<file path="src/core/stfh_pkg.sv">
// stfh_pkg: constants, register map, frame layout and link carrier for the S/T frame handler.
// assumes: shared by stfh_frame_handler and the bench; no state of its own.
package stfh_pkg;

  // ----------------------------------------------------------------
  // frame geometry
  // ----------------------------------------------------------------
  localparam int STFH_NCH = 8;
  localparam int STFH_LINE_RATE_KBPS = 192;
  localparam int STFH_FRAME_BITS = 48;
  localparam int STFH_USER_BITS = 36;
  localparam int STFH_OVH_BITS = 12;
  localparam int STFH_UP_OFFSET_BITS = 2;
  localparam logic [5:0] STFH_LAST_BIT = 6'd47;

  // ----------------------------------------------------------------
  // register map (byte addresses) and reset values
  // ----------------------------------------------------------------
  localparam logic [7:0] STFH_REG_CTRL = 8'h00;
  localparam logic [7:0] STFH_REG_STAT = 8'h04;
  localparam logic [7:0] STFH_REG_ECHO = 8'h08;
  localparam logic [7:0] STFH_REG_DEN = 8'h0c;
  localparam logic [7:0] STFH_REG_TX_BASE = 8'h40;
  localparam logic [7:0] STFH_REG_RX_BASE = 8'h60;
  localparam int STFH_CTRL_MODE_BIT = 0;
  localparam int STFH_CTRL_RUN_BIT = 1;
  localparam logic [1:0] STFH_CTRL_RST = 2'b00;
  localparam logic [7:0] STFH_MASK_RST = 8'h00;
  // ctl byte of a channel word: [7:4] D bits, [3] Fa, [2] M, [1] S, [0] A
  localparam int STFH_CTL_D_LSB = 4;
  localparam int STFH_CTL_FA = 3;
  localparam int STFH_CTL_M = 2;
  localparam int STFH_CTL_S = 1;
  localparam int STFH_CTL_A = 0;

  // ----------------------------------------------------------------
  // link carrier and frame fields
  // ----------------------------------------------------------------
  typedef struct packed {
    logic ctl;
    logic dat;
  } stfh_pair_s;

  localparam stfh_pair_s STFH_PAIR_FRAME = '{ctl: 1'b1, dat: 1'b1};
  localparam stfh_pair_s STFH_PAIR_IDLE = '{ctl: 1'b0, dat: 1'b1};

  typedef enum {
    STFH_F_FRAME, STFH_F_BAL, STFH_F_B1, STFH_F_B2, STFH_F_ECHO, STFH_F_D,
    STFH_F_ACT, STFH_F_AUX, STFH_F_NINV, STFH_F_MULTI, STFH_F_SCH
  } stfh_field_e;

  // field at a bit position; up selects the terminal-to-network layout
  function automatic stfh_field_e stfh_field(input logic [5:0] b, input logic up);
    stfh_field_e f;
    f = STFH_F_BAL;
    if (b == 6'd0) f = STFH_F_FRAME;
    else if ((b >= 6'd2 && b <= 6'd9) || (b >= 6'd26 && b <= 6'd33)) f = STFH_F_B1;
    else if ((b >= 6'd15 && b <= 6'd22) || (b >= 6'd37 && b <= 6'd44)) f = STFH_F_B2;
    else if (b == 6'd11 || b == 6'd24 || b == 6'd35 || b == 6'd46) f = STFH_F_D;
    else if (b == 6'd13) f = STFH_F_AUX;
    else if (!up) begin
      if (b == 6'd10 || b == 6'd23 || b == 6'd34 || b == 6'd45) f = STFH_F_ECHO;
      else if (b == 6'd12) f = STFH_F_ACT;
      else if (b == 6'd14) f = STFH_F_NINV;
      else if (b == 6'd25) f = STFH_F_MULTI;
      else if (b == 6'd36) f = STFH_F_SCH;
    end
    return f;
  endfunction : stfh_field

  // quarter of the frame (one B octet, one D bit, one E bit each)
  function automatic logic [1:0] stfh_quarter(input logic [5:0] b);
    logic [1:0] q;
    q = 2'd3;
    if (b < 6'd13) q = 2'd0;
    else if (b < 6'd26) q = 2'd1;
    else if (b < 6'd37) q = 2'd2;
    return q;
  endfunction : stfh_quarter

  // octet bit carried at a B position, msb first on the line
  function automatic logic [2:0] stfh_bbit(input logic [5:0] b);
    logic [5:0] s;
    s = 6'd37;
    if (b < 6'd13) s = 6'd2;
    else if (b < 6'd26) s = 6'd15;
    else if (b < 6'd37) s = 6'd26;
    return 3'd7 - 3'(b - s);
  endfunction : stfh_bbit

endpackage : stfh_pkg

</file>
<file path="src/core/stfh_frame_handler.sv">
// stfh_frame_handler: S/T frame build and parse for eight line channels on the serial frame link.
// assumes: classic Wishbone master on clk_i; link bit clock, frame sync and receive pair are pins.
//
// Chosen here: the Wishbone slave port and the address map.
`timescale 1ns/1ns
module stfh_frame_handler
  import stfh_pkg::*;
#(
  parameter int NCH = STFH_NCH,
  parameter int TX_LEAD_BITS = STFH_UP_OFFSET_BITS
) (
  input wire logic clk_i,
  input wire logic sys_rst_i,
  input wire logic wb_cyc_i,
  input wire logic wb_stb_i,
  input wire logic wb_we_i,
  input wire logic [7:0] wb_adr_i,
  input wire logic [3:0] wb_sel_i,
  input wire logic [31:0] wb_dat_i,
  output logic [31:0] wb_dat_o,
  output logic wb_ack_o,
  input wire logic link_bit_clk_i,
  input wire logic frame_sync_i,
  input wire stfh_pkg::stfh_pair_s link_rx_i,
  output stfh_pkg::stfh_pair_s link_tx_o,
  output logic [7:0] collision_flag_o
);
  import stfh_pkg::*;

  // ----------------------------------------------------------------
  // elaboration checks
  // ----------------------------------------------------------------
  if (NCH != 8 || STFH_FRAME_BITS != 48) begin : g_bad_geom
    $error("stfh_frame_handler serves exactly eight channels of 48-bit frames");
  end
  if (TX_LEAD_BITS < 0 || TX_LEAD_BITS >= STFH_FRAME_BITS) begin : g_bad_lead
    $error("stfh_frame_handler transmit lead must lie within one frame");
  end

  localparam logic [8:0] LAST_SLOT = 9'(STFH_NCH * STFH_FRAME_BITS - 1);
  localparam logic [6:0] LEAD = 7'(TX_LEAD_BITS);

  // ----------------------------------------------------------------
  // pin synchronisation and strobes
  // ----------------------------------------------------------------
  logic [3:0] pins_s;
  logic clk_q, fs_q;
  stfh_sync #(.WIDTH(4)) u_sync (
    .clk_i(clk_i),
    .sys_rst_i(sys_rst_i),
    .d_i({link_bit_clk_i, frame_sync_i, link_rx_i.ctl, link_rx_i.dat}),
    .q_o(pins_s)
  );
  wire logic bit_stb = pins_s[3] & ~clk_q;
  wire logic fs_rise = pins_s[2] & ~fs_q;
  stfh_pair_s rxp;
  assign rxp = '{ctl: pins_s[1], dat: pins_s[0]};

  // ----------------------------------------------------------------
  // state and data memory
  // ----------------------------------------------------------------
  logic trunk, run;
  logic [7:0] echo_blk, coll, cpos, blocked;
  logic [8:0] slot;
  logic [7:0] tx_b1 [STFH_NCH];
  logic [7:0] tx_b2 [STFH_NCH];
  logic [7:0] tx_ctl [STFH_NCH];
  logic [7:0] rx_b1 [STFH_NCH];
  logic [7:0] rx_b2 [STFH_NCH];
  logic [7:0] rx_ctl [STFH_NCH];
  logic [5:0] rx_bit [STFH_NCH];
  logic [7:0] rx_lock, zpar, last_d;

  logic next_trunk, next_run, next_ack;
  logic [7:0] next_echo_blk, next_coll, next_cpos, next_blocked;
  logic [8:0] next_slot;
  logic [31:0] next_dat;
  stfh_pair_s next_tx;
  logic next_zp, next_ld, next_rl;
  logic [5:0] next_rb;
  logic [7:0] next_rb1, next_rb2, next_rctl;
  logic [7:0] next_tb1, next_tb2, next_tctl;
  logic [2:0] ch, wch;
  logic [5:0] bitn, txb, rb;
  logic [6:0] lead_sum;
  logic [1:0] tq, rq;
  stfh_field_e tf, rf;
  logic tv, req, wr, tx_hit;

  // ----------------------------------------------------------------
  // next-state logic
  // ----------------------------------------------------------------
  always_comb begin
    ch = slot[2:0];
    bitn = slot[8:3];
    lead_sum = {1'b0, bitn} + LEAD;
    if (lead_sum >= 7'(STFH_FRAME_BITS)) lead_sum = lead_sum - 7'(STFH_FRAME_BITS);
    txb = trunk ? lead_sum[5:0] : bitn;
    tf = stfh_field(txb, trunk);
    tq = stfh_quarter(txb);
    rb = rx_bit[ch];
    rf = stfh_field(rb, ~trunk);
    rq = stfh_quarter(rb);
    req = wb_cyc_i & wb_stb_i & ~wb_ack_o;
    wr = req & wb_we_i;
    wch = wb_adr_i[4:2];
    tx_hit = wr && wb_adr_i[7:5] == STFH_REG_TX_BASE[7:5];
    tv = 1'b1;

    next_trunk = trunk;
    next_run = run;
    next_echo_blk = echo_blk;
    next_ack = req;
    next_dat = wb_dat_o;
    next_slot = slot;
    next_tx = link_tx_o;
    next_zp = zpar[ch];
    next_ld = last_d[ch];
    next_rl = rx_lock[ch];
    next_rb = rb;
    next_rb1 = rx_b1[ch];
    next_rb2 = rx_b2[ch];
    next_rctl = rx_ctl[ch];
    next_coll = coll;
    next_cpos = cpos;
    next_blocked = blocked;
    next_tb1 = tx_b1[wch];
    next_tb2 = tx_b2[wch];
    next_tctl = tx_ctl[wch];

    // bus side: clears first so that a same-cycle hardware set wins
    if (wr && wb_adr_i == STFH_REG_CTRL && wb_sel_i[0]) begin
      next_trunk = wb_dat_i[STFH_CTRL_MODE_BIT];
      next_run = wb_dat_i[STFH_CTRL_RUN_BIT];
    end
    if (wr && wb_adr_i == STFH_REG_ECHO && wb_sel_i[0]) next_echo_blk = wb_dat_i[7:0];
    if (wr && wb_adr_i == STFH_REG_STAT && wb_sel_i[0]) next_coll = coll & ~wb_dat_i[7:0];
    if (wr && wb_adr_i == STFH_REG_DEN && wb_sel_i[0]) begin
      next_blocked = blocked & ~wb_dat_i[7:0];
    end
    if (tx_hit) begin
      if (wb_sel_i[0]) next_tb1 = wb_dat_i[7:0];
      if (wb_sel_i[1]) next_tb2 = wb_dat_i[15:8];
      if (wb_sel_i[2]) next_tctl = wb_dat_i[23:16];
    end
    if (req && !wb_we_i) begin
      next_dat = '0;
      if (wb_adr_i == STFH_REG_CTRL) next_dat[1:0] = {run, trunk};
      else if (wb_adr_i == STFH_REG_STAT) next_dat[15:0] = {cpos, coll};
      else if (wb_adr_i == STFH_REG_ECHO) next_dat[7:0] = echo_blk;
      else if (wb_adr_i == STFH_REG_DEN) next_dat[7:0] = blocked;
      else if (wb_adr_i[7:5] == STFH_REG_TX_BASE[7:5])
        next_dat[23:0] = {tx_ctl[wch], tx_b2[wch], tx_b1[wch]};
      else if (wb_adr_i[7:5] == STFH_REG_RX_BASE[7:5])
        next_dat = {cpos[wch], coll[wch], 6'h00, rx_ctl[wch], rx_b2[wch], rx_b1[wch]};
    end

    if (fs_rise) begin
      next_slot = '0;
    end else if (bit_stb && run) begin
      // slot order: bit n of channels 0..7, then bit n+1
      next_slot = (slot == LAST_SLOT) ? 9'h000 : slot + 9'h001;

      // transmit pair for this channel and bit
      next_tx = '{ctl: 1'b0, dat: 1'b1};
      unique case (tf)
        STFH_F_FRAME: next_tx = STFH_PAIR_FRAME;
        STFH_F_BAL: begin
          next_tx.dat = ~zpar[ch];
          next_zp = 1'b0;
        end
        STFH_F_B1: tv = tx_b1[ch][stfh_bbit(txb)];
        STFH_F_B2: tv = tx_b2[ch][stfh_bbit(txb)];
        // transceiver reflects D itself; we only say whether to invert
        STFH_F_ECHO: next_tx.dat = echo_blk[ch];
        STFH_F_D: begin
          // blocked channel sends ones in trunk mode; ones never win over zeros on D
          tv = (trunk && blocked[ch]) ? 1'b1 : tx_ctl[ch][STFH_CTL_D_LSB + int'(tq)];
          next_ld = tv;
        end
        STFH_F_ACT: tv = tx_ctl[ch][STFH_CTL_A];
        STFH_F_AUX: tv = tx_ctl[ch][STFH_CTL_FA];
        STFH_F_NINV: tv = ~tx_ctl[ch][STFH_CTL_FA];
        STFH_F_MULTI: tv = tx_ctl[ch][STFH_CTL_M];
        STFH_F_SCH: tv = tx_ctl[ch][STFH_CTL_S];
      endcase
      if (tf != STFH_F_FRAME && tf != STFH_F_BAL && tf != STFH_F_ECHO) begin
        next_tx.dat = tv;
        if (!tv) next_zp = ~zpar[ch];
      end

      // receive: each channel finds its own frame start
      if (rxp == STFH_PAIR_FRAME) begin
        next_rb = 6'd1;
        next_rl = 1'b1;
      end else if (rx_lock[ch]) begin
        next_rb = (rb == STFH_LAST_BIT) ? 6'd0 : rb + 6'd1;
        unique case (rf)
          STFH_F_B1: next_rb1[stfh_bbit(rb)] = rxp.dat;
          STFH_F_B2: next_rb2[stfh_bbit(rb)] = rxp.dat;
          STFH_F_D: next_rctl[STFH_CTL_D_LSB + int'(rq)] = rxp.dat;
          STFH_F_AUX: next_rctl[STFH_CTL_FA] = rxp.dat;
          STFH_F_ACT: next_rctl[STFH_CTL_A] = rxp.dat;
          STFH_F_MULTI: next_rctl[STFH_CTL_M] = rxp.dat;
          STFH_F_SCH: next_rctl[STFH_CTL_S] = rxp.dat;
          STFH_F_ECHO: begin
            if (rxp.dat != last_d[ch]) begin
              next_coll[ch] = 1'b1;
              next_cpos[ch] = rq[0];
              next_blocked[ch] = 1'b1;
            end
          end
          default: next_rl = 1'b1; // framing, balance and N bits are dropped
        endcase
      end
    end
    // a stopped link shows the idle pair, not the last bit sent
    if (!run) next_tx = STFH_PAIR_IDLE;
  end

  // ----------------------------------------------------------------
  // registers
  // ----------------------------------------------------------------
  always_ff @(posedge clk_i or posedge sys_rst_i) begin
    if (sys_rst_i) begin
      {run, trunk} <= STFH_CTRL_RST;
      echo_blk <= STFH_MASK_RST;
      coll <= STFH_MASK_RST;
      cpos <= STFH_MASK_RST;
      blocked <= STFH_MASK_RST;
      collision_flag_o <= STFH_MASK_RST;
      slot <= '0;
      clk_q <= 1'b0;
      fs_q <= 1'b0;
      wb_ack_o <= 1'b0;
      wb_dat_o <= '0;
      link_tx_o <= STFH_PAIR_IDLE;
      rx_lock <= STFH_MASK_RST;
      zpar <= STFH_MASK_RST;
      last_d <= 8'hff;
      for (int i = 0; i < STFH_NCH; i++) begin
        tx_b1[i] <= 8'hff;
        tx_b2[i] <= 8'hff;
        tx_ctl[i] <= 8'hf0;
        rx_b1[i] <= 8'h00;
        rx_b2[i] <= 8'h00;
        rx_ctl[i] <= 8'h00;
        rx_bit[i] <= 6'd0;
      end
    end else begin
      trunk <= next_trunk;
      run <= next_run;
      echo_blk <= next_echo_blk;
      coll <= next_coll;
      cpos <= next_cpos;
      blocked <= next_blocked;
      collision_flag_o <= next_coll;
      slot <= next_slot;
      clk_q <= pins_s[3];
      fs_q <= pins_s[2];
      wb_ack_o <= next_ack;
      wb_dat_o <= next_dat;
      link_tx_o <= next_tx;
      zpar[ch] <= next_zp;
      last_d[ch] <= next_ld;
      rx_lock[ch] <= next_rl;
      rx_bit[ch] <= next_rb;
      rx_b1[ch] <= next_rb1;
      rx_b2[ch] <= next_rb2;
      rx_ctl[ch] <= next_rctl;
      tx_b1[wch] <= next_tb1;
      tx_b2[wch] <= next_tb2;
      tx_ctl[wch] <= next_tctl;
    end
  end
endmodule : stfh_frame_handler

</file>
<file path="src/core/stfh_sync.sv">
// stfh_sync: three-stage synchroniser with agreement filter for pin inputs.
// assumes: inputs are asynchronous to clk_i; output changes once stages two and three agree.
`timescale 1ns/1ns
module stfh_sync #(
  parameter int WIDTH = 4
) (
  input wire logic clk_i,
  input wire logic sys_rst_i,
  input wire logic [WIDTH-1:0] d_i,
  output logic [WIDTH-1:0] q_o
);
  logic [WIDTH-1:0] s1, s2, s3;
  logic [WIDTH-1:0] next_q;

  always_comb begin
    next_q = q_o;
    for (int i = 0; i < WIDTH; i++) begin
      if (s2[i] == s3[i]) next_q[i] = s3[i];
    end
  end

  always_ff @(posedge clk_i or posedge sys_rst_i) begin
    if (sys_rst_i) begin
      s1 <= '0;
      s2 <= '0;
      s3 <= '0;
      q_o <= '0;
    end else begin
      s1 <= d_i;
      s2 <= s1;
      s3 <= s2;
      q_o <= next_q;
    end
  end
endmodule : stfh_sync

</file>
<file path="config.mk">
export PLATFORM = sky130hd
export DESIGN_NAME = stfh_frame_handler
export DESIGN_NICKNAME = d
export VERILOG_FILES = /design/src/core/stfh_pkg.sv /design/src/core/stfh_frame_handler.sv /design/src/core/stfh_sync.sv
export SDC_FILE = /design/constraint.sdc
export NUM_CORES = 2
export LEC_CHECK = 0
export ABC_AREA = 1
export BUFFER_PORTS_ARGS = -buffer_cell sky130_fd_sc_hd__clkbuf_2
export CAP_MARGIN = 40
export CELL_PAD_IN_SITES_DETAIL_PLACEMENT = 1
export CELL_PAD_IN_SITES_GLOBAL_PLACEMENT = 1
export CORE_UTILIZATION = 47
export CTS_CLUSTER_DIAMETER = 200
export DETAILED_ROUTE_END_ITERATION = 10
export PLACE_DENSITY = 0.82
export SYNTH_ARGS = -nofsm -noshare
export SYNTH_HDL_FRONTEND = slang
export SYNTH_SLANG_ARGS = --single-unit
</file>
<file path="constraint.sdc">
create_clock -name clk_i -period 20.7 [get_ports clk_i]
set_input_delay 4.14 -clock clk_i [delete_from_list [all_inputs] [get_ports clk_i]]
set_output_delay 4.14 -clock clk_i [all_outputs]
set_load 0.1 [all_outputs]
</file>
==> impl_metrics.csv <==
group,metric,value,unit
outcome,status,"finished with violations",
outcome,violations,"DRC",
hold_path,hp-start,"u_sync.s1[2]",
clocking,cts_buffers,59,
routing,via_count,28100,
sta,min_period,7.53,ns
final_layout,syn_to_final_growth,11.6,%
routing,routedWlPerCell,25.9,um
routing,drc,36,
place,dpl_worst_slack,12.83,ns
floorplanning,initial_utilization,47.7,%
yosys,syn-cell-area,28200,um^2
floorplanning,core,59100,um^2
sta,hold_viol,0,
routing,totalWireLength,113000,um
final_layout,finalNetCount,3582,
clocking,cts.sinks,546,
global_route,grt_usage,37.1,%
sta,max_slew.worst_pin.slew,0.929,ns
place,gp_congestion,0.987,
sta,rsz0062_at_grt,"false",
floorplanning,die_h,247,um
pwr,peakVddDrop,0.0674,mV
hold_path,worstHoldPathType,"flip-flop to flip-flop",
sta,setup_viol,0,
clocking,root_buffer,"clkbuf_16",
global_route,grt_pass1_vias,29200,
final_layout,mostFrequentLayoutCells,"nand2_1, o21ai_0, dfrtp_1",
clocking,cts_hold_buf,0,
critical_path,critPathLaunchType,"primary input",
yosys,yosysUniqueCellTypes,70,
clocking,clk_latency,0.64,ns
critical_path,crit_type,"primary input to flip-flop",
clocking,cts_tree,"built",
final_layout,final_common_cell,"nand2_1",
routing,drt-initial-drc-count,2887,
place,dp_hpwl,69300,um
sta,min_period_over_period,36.4,%
sta,fin_ws,13.17,ns
sta,relSlewSlack,38.1,%
yosys,synthArstFlopShare,100,%
sta,tns,0,ns
clocking,cts_resized,0,
critical_path,arrival,8.06,ns
critical_path,end_kind,"flip-flop",
yosys,synth.avg_cell_area,8.01,um^2
floorplanning,dieArea,61000,um^2
floorplanning,fp.dieW,247,um
floorplanning,rows,89,
global_route,antenna_found_initial,2,
run,max-cap-violations,0,
pwr,powerDensity,88.2,nW/um^2
yosys,syn_inst,3522,
critical_path,required,21.23,ns
final_layout,drive_above_1_share,14.7,%
yosys,synth-seq-cells,546,
clocking,clk_pin_slew,0.07,ns
clocking,htreeDepth,2,
critical_path,r2r-start,"slot[0]",
yosys,yosys_warnings,0,
routing,ant_nets,0,
critical_path,critPathMaxFanout,53,
clocking,ctsLongestPathBuffers,3,
sta,max_freq,133,MHz
yosys,synth_top_flop_cell,"dfrtp_1",
global_route,grt_pass1_wl,173000,um
sta,maxSlewViolCount,0,
floorplanning,pin_count,96,
yosys,synth-seq-area-share,49.2,%
clocking,post-cts-setup-buffers,0,
pwr,p_leak,13.7,nW
routing,drt_first_pass_iters,9,
sta,hold_ws,0.352,ns
critical_path,crit_path_start,"wb_adr_i[3]",
global_route,grt_max_degree,113,
place,port_buffers,80,
sta,fin_skew,0.0225,ns
routing,vias_per_cell,6.47,
global_route,gr-total-overflow,0,
yosys,synth-edff-count,0,
sequential cells by signal (all words and copies together), names as in the netlist, 8 cells and up:
register / count
tx_b1: 64
tx_ctl: 64
rx_b2: 64
coll: 8
last_d: 8
blocked: 8
rx_b1: 64
slot: 9
wb_dat_o: 26
rx_ctl: 64
tx_b2: 64
zpar: 8
cpos: 8
rx_bit: 48
rx_lock: 8
echo_blk: 8
worst paths after layout:
path,to,slack [ns],cells after the start
worst max-delay path,wb_dat_o[10],13.17,12
worst min-delay path,u_sync.s2[2],0.35,0
worst max register to register,rx_b2[32],14.18,29
worst min register to register,u_sync.s2[2],0.35,0
max in group asynchronous,rx_b1[0],14.91,5
min in group asynchronous,u_sync.s3[3],3.66,2
metal layers:
metal	vias to the layer above	wire length [um]	global-route usage [%]
met3	312	10500	7.28
met1	14300	45900	49.4
met4	0	4760	16.3
met2	1464	51400	58.4
li1	12100	-	-
met5	-	0	0
stage by stage:
step                      cell area (um^2)  utilization, %  power (mW)  instances
final                                31500            53.2        2.78       4342
after global routing                 31500            53.2        2.86       4341
after CTS                            31500            53.2        2.77       4341
after detailed placement             29400            49.7        1.63       4230
after global placement               29200            49.4        1.60       4217
after floorplan                      28200               -        1.51       3527
cell usage after synthesis, drive strengths merged, types with 8 or more instances:
library cell | n | area share, %
nor3 | 29 | 0.59
dfstp | 169 | 16
o21ai | 548 | 10
nor2 | 148 | 2.2
nand4 | 33 | 0.85
nand3 | 125 | 2.3
dfrtp | 377 | 33
o311ai | 10 | 0.31
nand2 | 1059 | 14
o22ai | 227 | 5.0
o221ai | 19 | 0.59
ha | 9 | 0.40
a31oi | 10 | 0.22
buf | 58 | 0.98
a21oi | 44 | 0.78
clkbuf | 163 | 2.2
o211ai | 28 | 0.75
a22oi | 43 | 1.2
nor4 | 8 | 0.18
o2111ai | 15 | 0.47
a221oi | 56 | 1.7
inv | 266 | 3.5
area by class of cell:
class,count,area [um^2]
Tap cell,773,967
Timing Repair Buffer,151,1000
Inverter,270,1020
Fill cell,7170,27600
Antenna cell,1,2.50
Multi-Input combinational cell,2490,12500
Sequential cell,546,13900
Clock inverter,30,339
Clock buffer,81,1750
report_power, final:
part | leakage [nW] | total, mW | internal [mW] | switching, mW
registers | 6.85 | 1.30 | 1.21 | 0.0822
logic | 5.79 | 0.332 | 0.0923 | 0.240
clock network | 1.03 | 1.15 | 0.676 | 0.471
total | 13.7 | 2.78 | 1.98 | 0.793
kinds of logic after synthesis:
kind of cell	Yosys count	share of synthesized area (%)
other cells	1	0.0133
fa+ha+maj	15	0.683
compound gates	1040	22.3
flops	546	49.2
simple gates	1417	20.7
buf+inv	491	6.74
xor+xnor	8	0.248
mux	4	0.142
worst max-delay path, cell delays in order:
cell and delay, ns:
clkbuf_2 0.18, nor2_4 0.05, buf_4 0.30, inv_2 0.54
buf_4 0.81, o22ai_1 0.17, a221oi_1 0.26, nor2_1 0.06
o311ai_0 0.76, o21ai_0 0.49, nand2_1 0.15, nand2_1 0.06
No activity file was read; power rests on OpenSTA's default activity.
